[config.mk]
export PLATFORM = sky130hd
export DESIGN_NAME = iske_exec
export DESIGN_NICKNAME = d
export VERILOG_FILES = /design/src/include/iske_pkg.sv /design/src/rtl/iske_exec.sv
export SDC_FILE = /design/constraint.sdc
export NUM_CORES = 1
export LEC_CHECK = 0
export ABC_AREA = 1
export ABC_CLOCK_PERIOD_IN_PS = 4300
export BUFFER_PORTS_ARGS = -buffer_cell sky130_fd_sc_hd__clkbuf_2
export CAP_MARGIN = 30
export CORE_MARGIN = 2
export CORE_UTILIZATION = 40
export CTS_CLUSTER_SIZE = 10
export DETAILED_ROUTE_END_ITERATION = 10
export MAX_ROUTING_LAYER = met4
export PLACE_DENSITY = 0.71
export SKIP_CTS_REPAIR_TIMING = 1
export SLEW_MARGIN = 10
export SYNTH_ARGS = -nofsm -noshare
export SYNTH_HDL_FRONTEND = slang
export SYNTH_SLANG_ARGS = --single-unit
[constraint.sdc]
create_clock -name aclk -period 4.3 [get_ports aclk]
set_input_delay 0 -clock aclk [delete_from_list [all_inputs] [get_ports aclk]]
set_output_delay 0 -clock aclk [all_outputs]
set_load 0.005 [all_outputs]
[src/include/iske_pkg.sv]
package iske_pkg;
  // operand field layout
  localparam int OP_D_BIT   = 9;
  localparam int OP_A_BIT   = 8;
  localparam logic [7:0] IDX_LIMIT = 8'h5F;
  // flag positions in the status byte
  localparam int FLAG_C  = 0;
  localparam int FLAG_DC = 1;
  localparam int FLAG_Z  = 2;
  localparam int FLAG_OV = 3;
  localparam int FLAG_N  = 4;
  localparam logic [7:0] FLAGS_RST = 8'h00;
  localparam logic [7:0] ACC_RST   = 8'h00;
  // opcode prefixes
  localparam logic [5:0] OPC_INC_SKIP_ZERO = 6'h0F;
  localparam logic [5:0] OPC_INC_SKIP_NZ   = 6'h12;
  localparam logic [5:0] OPC_INC_FILE      = 6'h0A;
  localparam logic [5:0] OPC_OR_FILE       = 6'h04;
  localparam logic [7:0] OPC_OR_LIT        = 8'h09;
  localparam logic [9:0] OPC_LOAD_PTR      = 10'h3B8;
  localparam logic [5:0] OPC_LOAD_PTR_W2   = 6'h3C;
  // register map, byte addresses
  localparam logic [3:0] ADDR_CTRL   = 4'h0;
  localparam logic [3:0] ADDR_BANK   = 4'h4;
  localparam logic [3:0] ADDR_STATUS = 4'h8;
  localparam int CTRL_EXT_BIT = 0;
  localparam logic [5:0] BANK_RST = 6'h00;
  localparam logic [1:0] AXI_OKAY   = 2'b00;
  localparam logic [1:0] AXI_SLVERR = 2'b10;
  typedef enum logic [1:0] {
    ISKE_EXEC = 2'b00,
    ISKE_PTR2 = 2'b01,
    ISKE_SKIP = 2'b10
  } iske_state_t;
  typedef struct packed {
    logic [13:0] addr;
    logic        we;
    logic [7:0]  wdata;
  } iske_fmem_t;
endpackage

[src/rtl/iske_exec.sv]
// Notes on behaviour
// (RL1) inc-skip-zero: zero result discards prefetched word, runs nop instead.
// (RL2) inc-skip-nonzero writes result; nonzero result discards the next word.
// (RL3) skipping one-word instruction adds one nop cycle, two cycles total.
// (RL4) skipping a two-word instruction gives three cycles, two nops.
// (RL5) skipping a three-word instruction gives four cycles total.
// (RL6) no skip: increment-skip is one word, one cycle.
// (RL7) d=0 result to accumulator; d=1 result back to file register.
// (RL8) a=0 selects access bank; a=1 uses bank select register.
// (RL9) a=0, extended set on, f<=95: indexed literal offset addressing.
// (RL10) inc-skip-nonzero decoded from 010010da ffffffff; flags unchanged.
// (RL11) or-literal 00001001 k: acc |= k in one cycle, sets N and Z.
// (RL12) or-with-file 000100da: acc | file, routed by d, sets N and Z.
// (RL13) load-pointer 1110111000ff: literal to chosen pointer, flags kept.
// (RL14) flush pulses toward fetch once per discarded instruction word.
// (RL15) plain increment sets C, DC, N, OV, Z; skipping variants do not.
//
// Design decisions made here: the AXI4-Lite interface to the registers and the address map.
module iske_exec
  import iske_pkg::*;
#(
  parameter logic [5:0] ACCESS_HI_BANK = 6'h3F
) (
  // clock and reset
  input  wire logic              aclk,
  input  wire logic              aresetn,
  // axi4-lite slave
  input  wire logic              s_awvalid,
  output      logic              s_awready,
  input  wire logic [3:0]        s_awaddr,
  input  wire logic              s_wvalid,
  output      logic              s_wready,
  input  wire logic [31:0]       s_wdata,
  input  wire logic [3:0]        s_wstrb,
  output      logic              s_bvalid,
  input  wire logic              s_bready,
  output      logic [1:0]        s_bresp,
  input  wire logic              s_arvalid,
  output      logic              s_arready,
  input  wire logic [3:0]        s_araddr,
  output      logic              s_rvalid,
  input  wire logic              s_rready,
  output      logic [31:0]       s_rdata,
  output      logic [1:0]        s_rresp,
  // instruction stream from fetch
  input  wire logic              instr_valid,
  input  wire logic [15:0]       instr_word,
  input  wire logic [1:0]        next_words,
  output      logic              flush,
  // data memory
  output      iske_fmem_t        file_req,
  input  wire logic [7:0]        file_rdata,
  // core state
  output      logic [7:0]        acc_out,
  output      logic [7:0]        flags_out,
  output      logic [2:0][13:0]  pointer_regs
);

  function automatic logic is_file_op(input logic [15:0] w);
    is_file_op = (w[15:10] == OPC_INC_SKIP_ZERO) ||
                 (w[15:10] == OPC_INC_SKIP_NZ) ||
                 (w[15:10] == OPC_INC_FILE) ||
                 (w[15:10] == OPC_OR_FILE);
  endfunction

  iske_state_t      state_reg, state_next;
  logic [1:0]       skip_cnt_reg, skip_cnt_next;
  logic [7:0]       acc_reg, flags_reg;
  logic [5:0]       bank_select_reg;
  logic             ext_en_reg;
  logic [2:0][13:0] ptr_reg;
  logic [1:0]       ptr_sel_reg;
  logic [3:0]       ptr_hi_reg;

  // decode
  wire       exec_fire = (state_reg == ISKE_EXEC) && instr_valid;
  wire [7:0] f_field   = instr_word[7:0];
  wire       d_bit     = instr_word[OP_D_BIT];
  wire       a_bit     = instr_word[OP_A_BIT];
  wire       op_isz    = instr_word[15:10] == OPC_INC_SKIP_ZERO;
  wire       op_isnz   = instr_word[15:10] == OPC_INC_SKIP_NZ; // RL10
  wire       op_inc    = instr_word[15:10] == OPC_INC_FILE;
  wire       op_orf    = instr_word[15:10] == OPC_OR_FILE;
  wire       op_orl    = instr_word[15:8] == OPC_OR_LIT;
  wire       op_ldp    = instr_word[15:6] == OPC_LOAD_PTR;
  wire       file_op   = is_file_op(instr_word);

  // addressing
  wire        idx_mode  = !a_bit && ext_en_reg && f_field <= IDX_LIMIT; // RL9
  wire [13:0] idx_addr  = ptr_reg[2] + {6'h00, f_field};
  wire [5:0]  acc_bank  = (f_field <= IDX_LIMIT) ? 6'h00 : ACCESS_HI_BANK;
  wire [5:0]  bank_used = a_bit ? bank_select_reg : acc_bank; // RL8
  wire [13:0] eff_addr  = idx_mode ? idx_addr : {bank_used, f_field};

  // alu
  wire [8:0] inc_sum  = {1'b0, file_rdata} + 9'h001;
  wire [7:0] inc_res  = inc_sum[7:0];
  wire [7:0] orf_res  = acc_reg | file_rdata; // RL12
  wire [7:0] orl_res  = acc_reg | f_field; // RL11
  wire       inc_zero = inc_res == 8'h00;
  wire [7:0] file_res = op_orf ? orf_res : inc_res;
  wire       do_skip  = exec_fire && ((op_isz && inc_zero) || // RL1
                                      (op_isnz && !inc_zero)); // RL2
  // a zero word count still occupies one slot
  wire [1:0] skip_len = (next_words == 2'd0) ? 2'd1 : next_words;

  // flag update, skipping increments keep flags
  logic [7:0] flags_calc;
  always_comb begin
    flags_calc = flags_reg;
    if (op_inc) begin // RL15
      flags_calc[FLAG_C]  = inc_sum[8];
      flags_calc[FLAG_DC] = file_rdata[3:0] == 4'hF;
      flags_calc[FLAG_OV] = file_rdata == 8'h7F;
      flags_calc[FLAG_N]  = inc_res[7];
      flags_calc[FLAG_Z]  = inc_zero;
    end else if (op_orf || op_orl) begin // RL11 RL12
      flags_calc[FLAG_N]  = file_res[7] & op_orf | orl_res[7] & op_orl;
      flags_calc[FLAG_Z]  = op_orf ? (orf_res == 8'h00) : (orl_res == 8'h00);
    end
  end

  assign file_req.addr  = eff_addr;
  assign file_req.we    = exec_fire && file_op && d_bit; // RL7
  assign file_req.wdata = file_res;

  always_comb begin
    state_next    = state_reg;
    skip_cnt_next = skip_cnt_reg;
    case (state_reg)
      ISKE_EXEC: begin
        if (do_skip) begin // RL3 RL4 RL5 RL6
          state_next    = ISKE_SKIP;
          skip_cnt_next = skip_len;
        end else if (exec_fire && op_ldp) begin
          state_next = ISKE_PTR2;
        end
      end
      ISKE_PTR2: begin
        if (instr_valid) begin
          state_next = ISKE_EXEC;
        end
      end
      ISKE_SKIP: begin
        skip_cnt_next = skip_cnt_reg - 2'd1;
        if (skip_cnt_reg == 2'd1) begin
          state_next = ISKE_EXEC;
        end
      end
      default: begin
        state_next = ISKE_EXEC;
      end
    endcase
  end

  // every skipped word costs one nop cycle; fetch drops that word
  assign flush = state_reg == ISKE_SKIP; // RL14

  always_ff @(posedge aclk) begin
    if (!aresetn) begin
      state_reg    <= ISKE_EXEC;
      skip_cnt_reg <= 2'd0;
    end else begin
      state_reg    <= state_next;
      skip_cnt_reg <= skip_cnt_next;
    end
  end

  always_ff @(posedge aclk) begin
    if (!aresetn) begin
      acc_reg   <= ACC_RST;
      flags_reg <= FLAGS_RST;
    end else if (exec_fire) begin
      flags_reg <= flags_calc; // RL10
      if (op_orl) begin
        acc_reg <= orl_res; // RL11
      end else if (file_op && !d_bit) begin
        acc_reg <= file_res; // RL7
      end
    end
  end

  // load pointer: first word holds selector and high literal bits
  wire ldp_w2 = (state_reg == ISKE_PTR2) && instr_valid &&
                (instr_word[15:10] == OPC_LOAD_PTR_W2);
  always_ff @(posedge aclk) begin
    if (!aresetn) begin
      ptr_sel_reg <= 2'd0;
      ptr_hi_reg  <= 4'h0;
    end else if (exec_fire && op_ldp) begin
      ptr_sel_reg <= instr_word[5:4];
      ptr_hi_reg  <= instr_word[3:0];
    end
  end

  genvar gi;
  generate
    for (gi = 0; gi < 3; gi++) begin : g_ptr
      always_ff @(posedge aclk) begin
        if (!aresetn) begin
          ptr_reg[gi] <= 14'h0000;
        end else if (ldp_w2 && (ptr_sel_reg == 2'(gi))) begin
          ptr_reg[gi] <= {ptr_hi_reg, instr_word[9:0]}; // RL13
        end
      end
    end
  endgenerate

  assign acc_out      = acc_reg;
  assign flags_out    = flags_reg;
  assign pointer_regs = ptr_reg;

  // axi4-lite: address and data latched independently
  logic       aw_held_reg, w_held_reg;
  logic [3:0] aw_addr_reg;
  logic [31:0] w_data_reg;
  logic [3:0] w_strb_reg;
  wire        wr_go    = aw_held_reg && w_held_reg && !s_bvalid;
  wire        wr_ctrl  = wr_go && (aw_addr_reg == ADDR_CTRL) && w_strb_reg[0];
  wire        wr_bank  = wr_go && (aw_addr_reg == ADDR_BANK) && w_strb_reg[0];
  wire        wr_known = (aw_addr_reg == ADDR_CTRL) ||
                         (aw_addr_reg == ADDR_BANK) ||
                         (aw_addr_reg == ADDR_STATUS);
  wire        rd_known = (s_araddr == ADDR_CTRL) || (s_araddr == ADDR_BANK) ||
                         (s_araddr == ADDR_STATUS);
  wire [31:0] rd_mux   = (s_araddr == ADDR_CTRL) ? {31'h0, ext_en_reg} :
                         (s_araddr == ADDR_BANK) ? {26'h0, bank_select_reg} :
                         (s_araddr == ADDR_STATUS) ?
                           {14'h0, state_reg, flags_reg, acc_reg} : 32'h0;

  assign s_awready = !aw_held_reg;
  assign s_wready  = !w_held_reg;
  assign s_arready = !s_rvalid;

  always_ff @(posedge aclk) begin
    if (!aresetn) begin
      aw_held_reg <= 1'b0;
      w_held_reg  <= 1'b0;
      aw_addr_reg <= 4'h0;
      w_data_reg  <= 32'h0000_0000;
      w_strb_reg  <= 4'h0;
      s_bvalid    <= 1'b0;
      s_bresp     <= AXI_OKAY;
    end else begin
      if (s_awvalid && s_awready) begin
        aw_held_reg <= 1'b1;
        aw_addr_reg <= s_awaddr;
      end
      if (s_wvalid && s_wready) begin
        w_held_reg <= 1'b1;
        w_data_reg <= s_wdata;
        w_strb_reg <= s_wstrb;
      end
      if (wr_go) begin
        aw_held_reg <= 1'b0;
        w_held_reg  <= 1'b0;
        s_bvalid    <= 1'b1;
        s_bresp     <= wr_known ? AXI_OKAY : AXI_SLVERR;
      end else if (s_bvalid && s_bready) begin
        s_bvalid <= 1'b0;
      end
    end
  end

  always_ff @(posedge aclk) begin
    if (!aresetn) begin
      ext_en_reg      <= 1'b0;
      bank_select_reg <= BANK_RST;
    end else begin
      if (wr_ctrl) begin
        ext_en_reg <= w_data_reg[CTRL_EXT_BIT];
      end
      if (wr_bank) begin
        bank_select_reg <= w_data_reg[5:0];
      end
    end
  end

  always_ff @(posedge aclk) begin
    if (!aresetn) begin
      s_rvalid <= 1'b0;
      s_rdata  <= 32'h0000_0000;
      s_rresp  <= AXI_OKAY;
    end else if (s_arvalid && s_arready) begin
      s_rvalid <= 1'b1;
      s_rdata  <= rd_mux;
      s_rresp  <= rd_known ? AXI_OKAY : AXI_SLVERR;
    end else if (s_rvalid && s_rready) begin
      s_rvalid <= 1'b0;
    end
  end

  // checks
  wire isz_hit  = exec_fire && op_isz && inc_zero;
  wire isnz_hit = exec_fire && op_isnz && !inc_zero;

  chk_skip_one: assert property (@(posedge aclk) disable iff (!aresetn) // RL3
    (isz_hit || isnz_hit) && skip_len == 2'd1 |=> flush ##1 !flush)
    else $error("one-word skip not one nop");
  chk_skip_two: assert property (@(posedge aclk) disable iff (!aresetn) // RL4
    (isz_hit || isnz_hit) && skip_len == 2'd2 |=> flush [*2] ##1 !flush)
    else $error("two-word skip not two nops");
  chk_skip_three: assert property ( // RL5
    @(posedge aclk) disable iff (!aresetn)
    (isz_hit || isnz_hit) && skip_len == 2'd3 |=> flush [*3] ##1 !flush)
    else $error("three-word skip not three nops");
  chk_no_skip: assert property (@(posedge aclk) disable iff (!aresetn) // RL6
    exec_fire && (op_isz && !inc_zero || op_isnz && inc_zero) |=> !flush)
    else $error("skip taken without cause");
  chk_nz_write: assert property (@(posedge aclk) disable iff (!aresetn) // RL2
    exec_fire && op_isnz && d_bit |-> file_req.we && file_req.wdata == inc_res)
    else $error("nonzero skip lost its write");
  chk_dest_acc: assert property (@(posedge aclk) disable iff (!aresetn) // RL7
    exec_fire && file_op && !d_bit
    |-> !file_req.we ##1 acc_reg == $past(file_res))
    else $error("d=0 result not in accumulator");
  chk_bank_sel: assert property (@(posedge aclk) disable iff (!aresetn) // RL8
    exec_fire && file_op && a_bit |-> file_req.addr[13:8] == bank_select_reg)
    else $error("bank select not used");
  chk_index_mode: assert property ( // RL9
    @(posedge aclk) disable iff (!aresetn)
    exec_fire && file_op && !a_bit && ext_en_reg && f_field <= IDX_LIMIT
    |-> file_req.addr == idx_addr)
    else $error("indexed offset not applied");
  chk_flags_keep: assert property ( // RL10
    @(posedge aclk) disable iff (!aresetn)
    exec_fire && (op_isnz || op_isz || op_ldp) |=> $stable(flags_reg))
    else $error("skip increment touched flags");
  chk_or_lit: assert property (@(posedge aclk) disable iff (!aresetn) // RL11
    exec_fire && op_orl |=> acc_reg == ($past(acc_reg) | $past(f_field)))
    else $error("or literal wrong");
  chk_load_ptr: assert property (@(posedge aclk) disable iff (!aresetn) // RL13
    ldp_w2 && ptr_sel_reg == 2'd1
    |=> ptr_reg[1][9:0] == $past(instr_word[9:0]))
    else $error("pointer not loaded");

  cov_skip_zero: cover property (@(posedge aclk) disable iff (!aresetn)
    isz_hit ##1 flush);
  cov_skip_nz3: cover property (@(posedge aclk) disable iff (!aresetn)
    isnz_hit && skip_len == 2'd3);
  cov_load_ptr: cover property (@(posedge aclk) disable iff (!aresetn)
    exec_fire && op_ldp ##1 ldp_w2);

endmodule // iske_exec

# After elaboration in Yosys (flattened, before gate mapping)
# Index checks and enable logic that the tools add are counted.
[totals] word_cells=143 input_bits=78 reg_bits=123 output_inout_bits=123
[classes] mux=28 eq_ne=22 bitwise=6 n_reduce_logical=61 n_lt_le_gt_ge=1 n_addsub=3
[op_table] cell="two-way mux 18 bit" count=3
[op_table] cell="logical AND 1 bit" count=26
[op_table] cell="zero test 8 bit" count=3
[op_table] cell="two-way mux 8 bit" count=3
[op_table] cell="two-way mux 2 bit" count=8
[op_table] cell="bitwise OR 8 bit" count=2
[op_table] cell="adder 14 x 8 -> 14 bit" count=1
[op_table] cell="two-way mux 14 bit" count=1
[op_table] cell="equality test 4 bit, second input constant" count=3
[op_table] cell="equality test 6 x 4 -> 1 bit, second input constant" count=2
[op_table] cell="two-way mux 6 bit" count=2
[op_table] cell="equality test 10 bit, second input constant" count=1
[op_table] cell="nonzero test 2 bit" count=5
[op_table] cell="adder 8 x 1 -> 9 bit, second input constant" count=1
[op_table] cell="logical OR 1 bit" count=9
[op_table] cell="two-way mux 1 bit" count=9
[op_table] cell="equality test 4 x 3 -> 1 bit, second input constant" count=2
[op_table] cell="equality test 8 x 4 -> 1 bit, second input constant" count=1
[op_table] cell="equality test 8 x 7 -> 1 bit, second input constant" count=1
[op_table] cell="less-or-equal comparator 8 x 7 -> 1 bit, second input constant" count=1
[op_table] cell="zero test 4 bit" count=2
[op_table] cell="AND reduction 2 bit" count=4
[op_table] cell="zero test 1 bit" count=7
[op_table] cell="equality test 2 x 1 -> 1 bit, second input constant" count=3
[op_table] cell="other kinds (16)" count=21

# Logic depth before layout (Yosys ltp)
[logic_depth] ltp_word=8 depth_mapped=12 mapped_depth_nobuf=12

# Worst setup path before layout
# OpenSTA, ideal clock, no wires.
[synth_timing] path_kind="register to output" start="register ptr_reg, in the netlist pointer_regs[28]" end="output port file_req[15] (netlist name)" setup_slack_ns=2.662 n_path_buf=0 arrival_ns=1.638 stages_incl_launch_ff=12 required_ns=4.300 path_cell_list="dfxtp_1 > ha_1 > fa_1 > a21oi_1 > o21bai_1 > nand2_1 > nand2_1 > nand2_1 > nand2_1 > a21oi_1 > o21ai_0 > o21ai_0"
[synth_lines] element="start, declared" line_no="iske_exec.sv:71" text="logic [2:0][13:0] ptr_reg;"
[synth_lines] element="start signal, assigned by index" line_no="iske_exec.sv:203" text="ptr_reg[gi] <= {ptr_hi_reg, instr_word[9:0]};"
[synth_lines] element="end, declared" line_no="iske_exec.sv:51" text="output iske_fmem_t file_req,"

==> results.cfg <==
[timing]
fin_tns_setup_ns = 0
whs_ns = -0.02646
final.setup_skew_ns = 0.008209
maxSlewHeadroom = 0.5322
final_hold_viol_count = 2
rsz0062_at_grt = false
slew_violations = 0
setup_violations = 0
max_clock_freq_mhz = 415.3
worst_pin_slew_ns = 0.6973
setup_ws_ns = 1.892
min_period_over_period = 0.5600
fin_crit_ns = 2.408

[drt]
wl_per_cell_um = 14.25
ant_nets = 0
dr_total_vias = 5389
wl_um = 15620
drc = 0
drtPass1Iterations = 5
vias_per_cell = 4.917
drt_iter0_markers = 363

[pwr]
vdd.ir_drop.worst_mv = 0.1770
p_leak_nw = 3.046
p_per_area_nw_per_um2 = 300.4

[placement]
dpl-instance-area_um2 = 6197
port_buffers = 149
place_ws_ns = 2.348
dp_hpwl_um = 11590
place_congestion = 0.8952

[final_layout]
n_antenna_cell = 0
fin_area_um2 = 6643
area_growth_pct = 22.69
largest_reg_flops = 42
fin_nets = 1004
drive_gt1_frac = 0.2250

[grt]
grt_first_pass_wirelength_um = 23580
grt_overflow = 0
use_met3 = 0.02736
grt_pass1_vias = 4584
grtUsageMet2 = 0.3352
antenna_found_initial = 0
grt-busiest-layer = met2
use_met1 = 0.2858
grt_max_degree = 39
grt_usage = 0.2136

[clock_network]
cts_buffer_depth = 2
cts-root-buf = clkbuf_16
htree_levels = 3
tritoncts = built
clk_latency_ns = 0.35
cts.clk_slew.worst_paths_ns = 0.07
cts.sinks = 104
numCtsBuffers = 9

[yosys]
synthArstFlopShare = 0
synth_seq_cells = 104
synth.distinct_cells = 49
synth_edf_count = 0
yosysSeqAreaShare = 0.3846
ys.flop_type = dfxtp_1
synth_area_um2 = 5414
yosysWarnings = 0
syn_avg_cell_area_um2 = 7.105
synthCells = 762

[critical_path]
critPathMaxFanout = 3
endpoint_kind = output pin
worstSetupPathType = flop to output pin
crit_path_start_kind = flop
cp.arrival_ns = 2.41
r2r_cells = 8
cp.required_ns = 4.30

[die]
pin_count = 201
die_x_um = 120.3
core_area_um2 = 13240
die_area_um2 = 14480
row_count = 42
start_util = 0.4088
die_h_um = 120.3

[min_path]
hold_depth = 4
hold_path_class = primary input to flop

[run_status]
violations = hold timing
status = finished with violations

[job]
cap_violations = 0
layout by cell type (no fill, tap or decap), drive strengths merged, types with 9 or more instances in the layout:
master / n
dfxtp: 104
nand4: 9
a211oi: 24
inv: 104
nor2: 93
clkbuf: 160
o21ai: 94
a21oi: 78
dlygate4sd3: 17
nand2: 125
nand3: 29
conb: 22
ha: 10
final timing paths:
| path | from | to | slack (ns) |
|---|---|---|---|
| min | instr_valid | state_reg[0] | -0.03 |
| max | pointer_regs[28] | file_req[19] | 1.89 |
| min reg2reg | pointer_regs[27] | pointer_regs[27] | 0.45 |
| max reg2reg | state_reg[1] | pointer_regs[14] | 2.38 |
cell usage after synthesis, types with 8 or more instances:
library cell	n	area, um2
a211oi_2	13	162.7
a21oi_1	76	380.4
buf_4	23	172.7
ha_1	10	125.1
inv_1	98	367.9
o21ai_0	65	325.3
clkbuf_1	15	56.30
nand2_1	122	457.9
nand4_1	9	56.30
nand3_1	22	110.1
dfxtp_1	104	2082
o21ai_1	28	140.1
nor2_1	90	337.8
a211oi_1	11	82.58
buf_2	8	40.04
logic make-up after synthesis:
| family | count (synthesis) | synth area share |
|---|---|---|
| DFF | 104 | 0.3846 |
| buffers and inverters | 155 | 0.1269 |
| xor gates and xnor gates | 5 | 0.008090 |
| AOI/OAI and AO/OA | 216 | 0.2346 |
| adders and majority gates | 11 | 0.02681 |
| other | 1 | 0.0006927 |
| and+or+nand+nor | 270 | 0.2184 |
layout make-up:
type / instances / area [um2]
clock buffers: 11 / 232.7
clock inverters: 5 / 42.54
fillers: 1380 / 6600
inverters: 107 / 402.9
multi-input cells: 524 / 2724
flip-flops and latches: 104 / 2082
well taps: 176 / 220.2
repair buffers: 169 / 938.4
stage by stage:
stage	utilization	cells	power [mW]
floorplan	-	783	1.149
detailed placement	0.4680	1063	1.231
CTS	0.4888	1079	2.004
finish	0.5016	1096	1.995
global route	0.5016	1096	2.082
global placement	0.4674	1062	1.228
report_power, final:
part	internal, mW	leakage [nW]	switching [mW]
logic	0.0824	2.07	0.145
registers	0.984	0.843	0.0127
clock network	0.398	0.130	0.373
metal layers:
layer,vias up,wire length [um]
li1,2789,-
met1,2410,7376
met2,170,7037
met3,20,919
met4,0,281
met5,-,0
worst max-delay path, cell delays in order (launching register included):
cell and delay, ns:
dfxtp_1 0.36, ha_1 0.24, fa_1 0.23, a21oi_1 0.08, o21bai_1 0.23, nand2_1 0.11
nand2_1 0.09, nand2_1 0.09, o21ai_0 0.16, o21ai_0 0.11, o21ai_0 0.18, clkbuf_2 0.18
No activity file was read; power rests on OpenSTA's default activity.
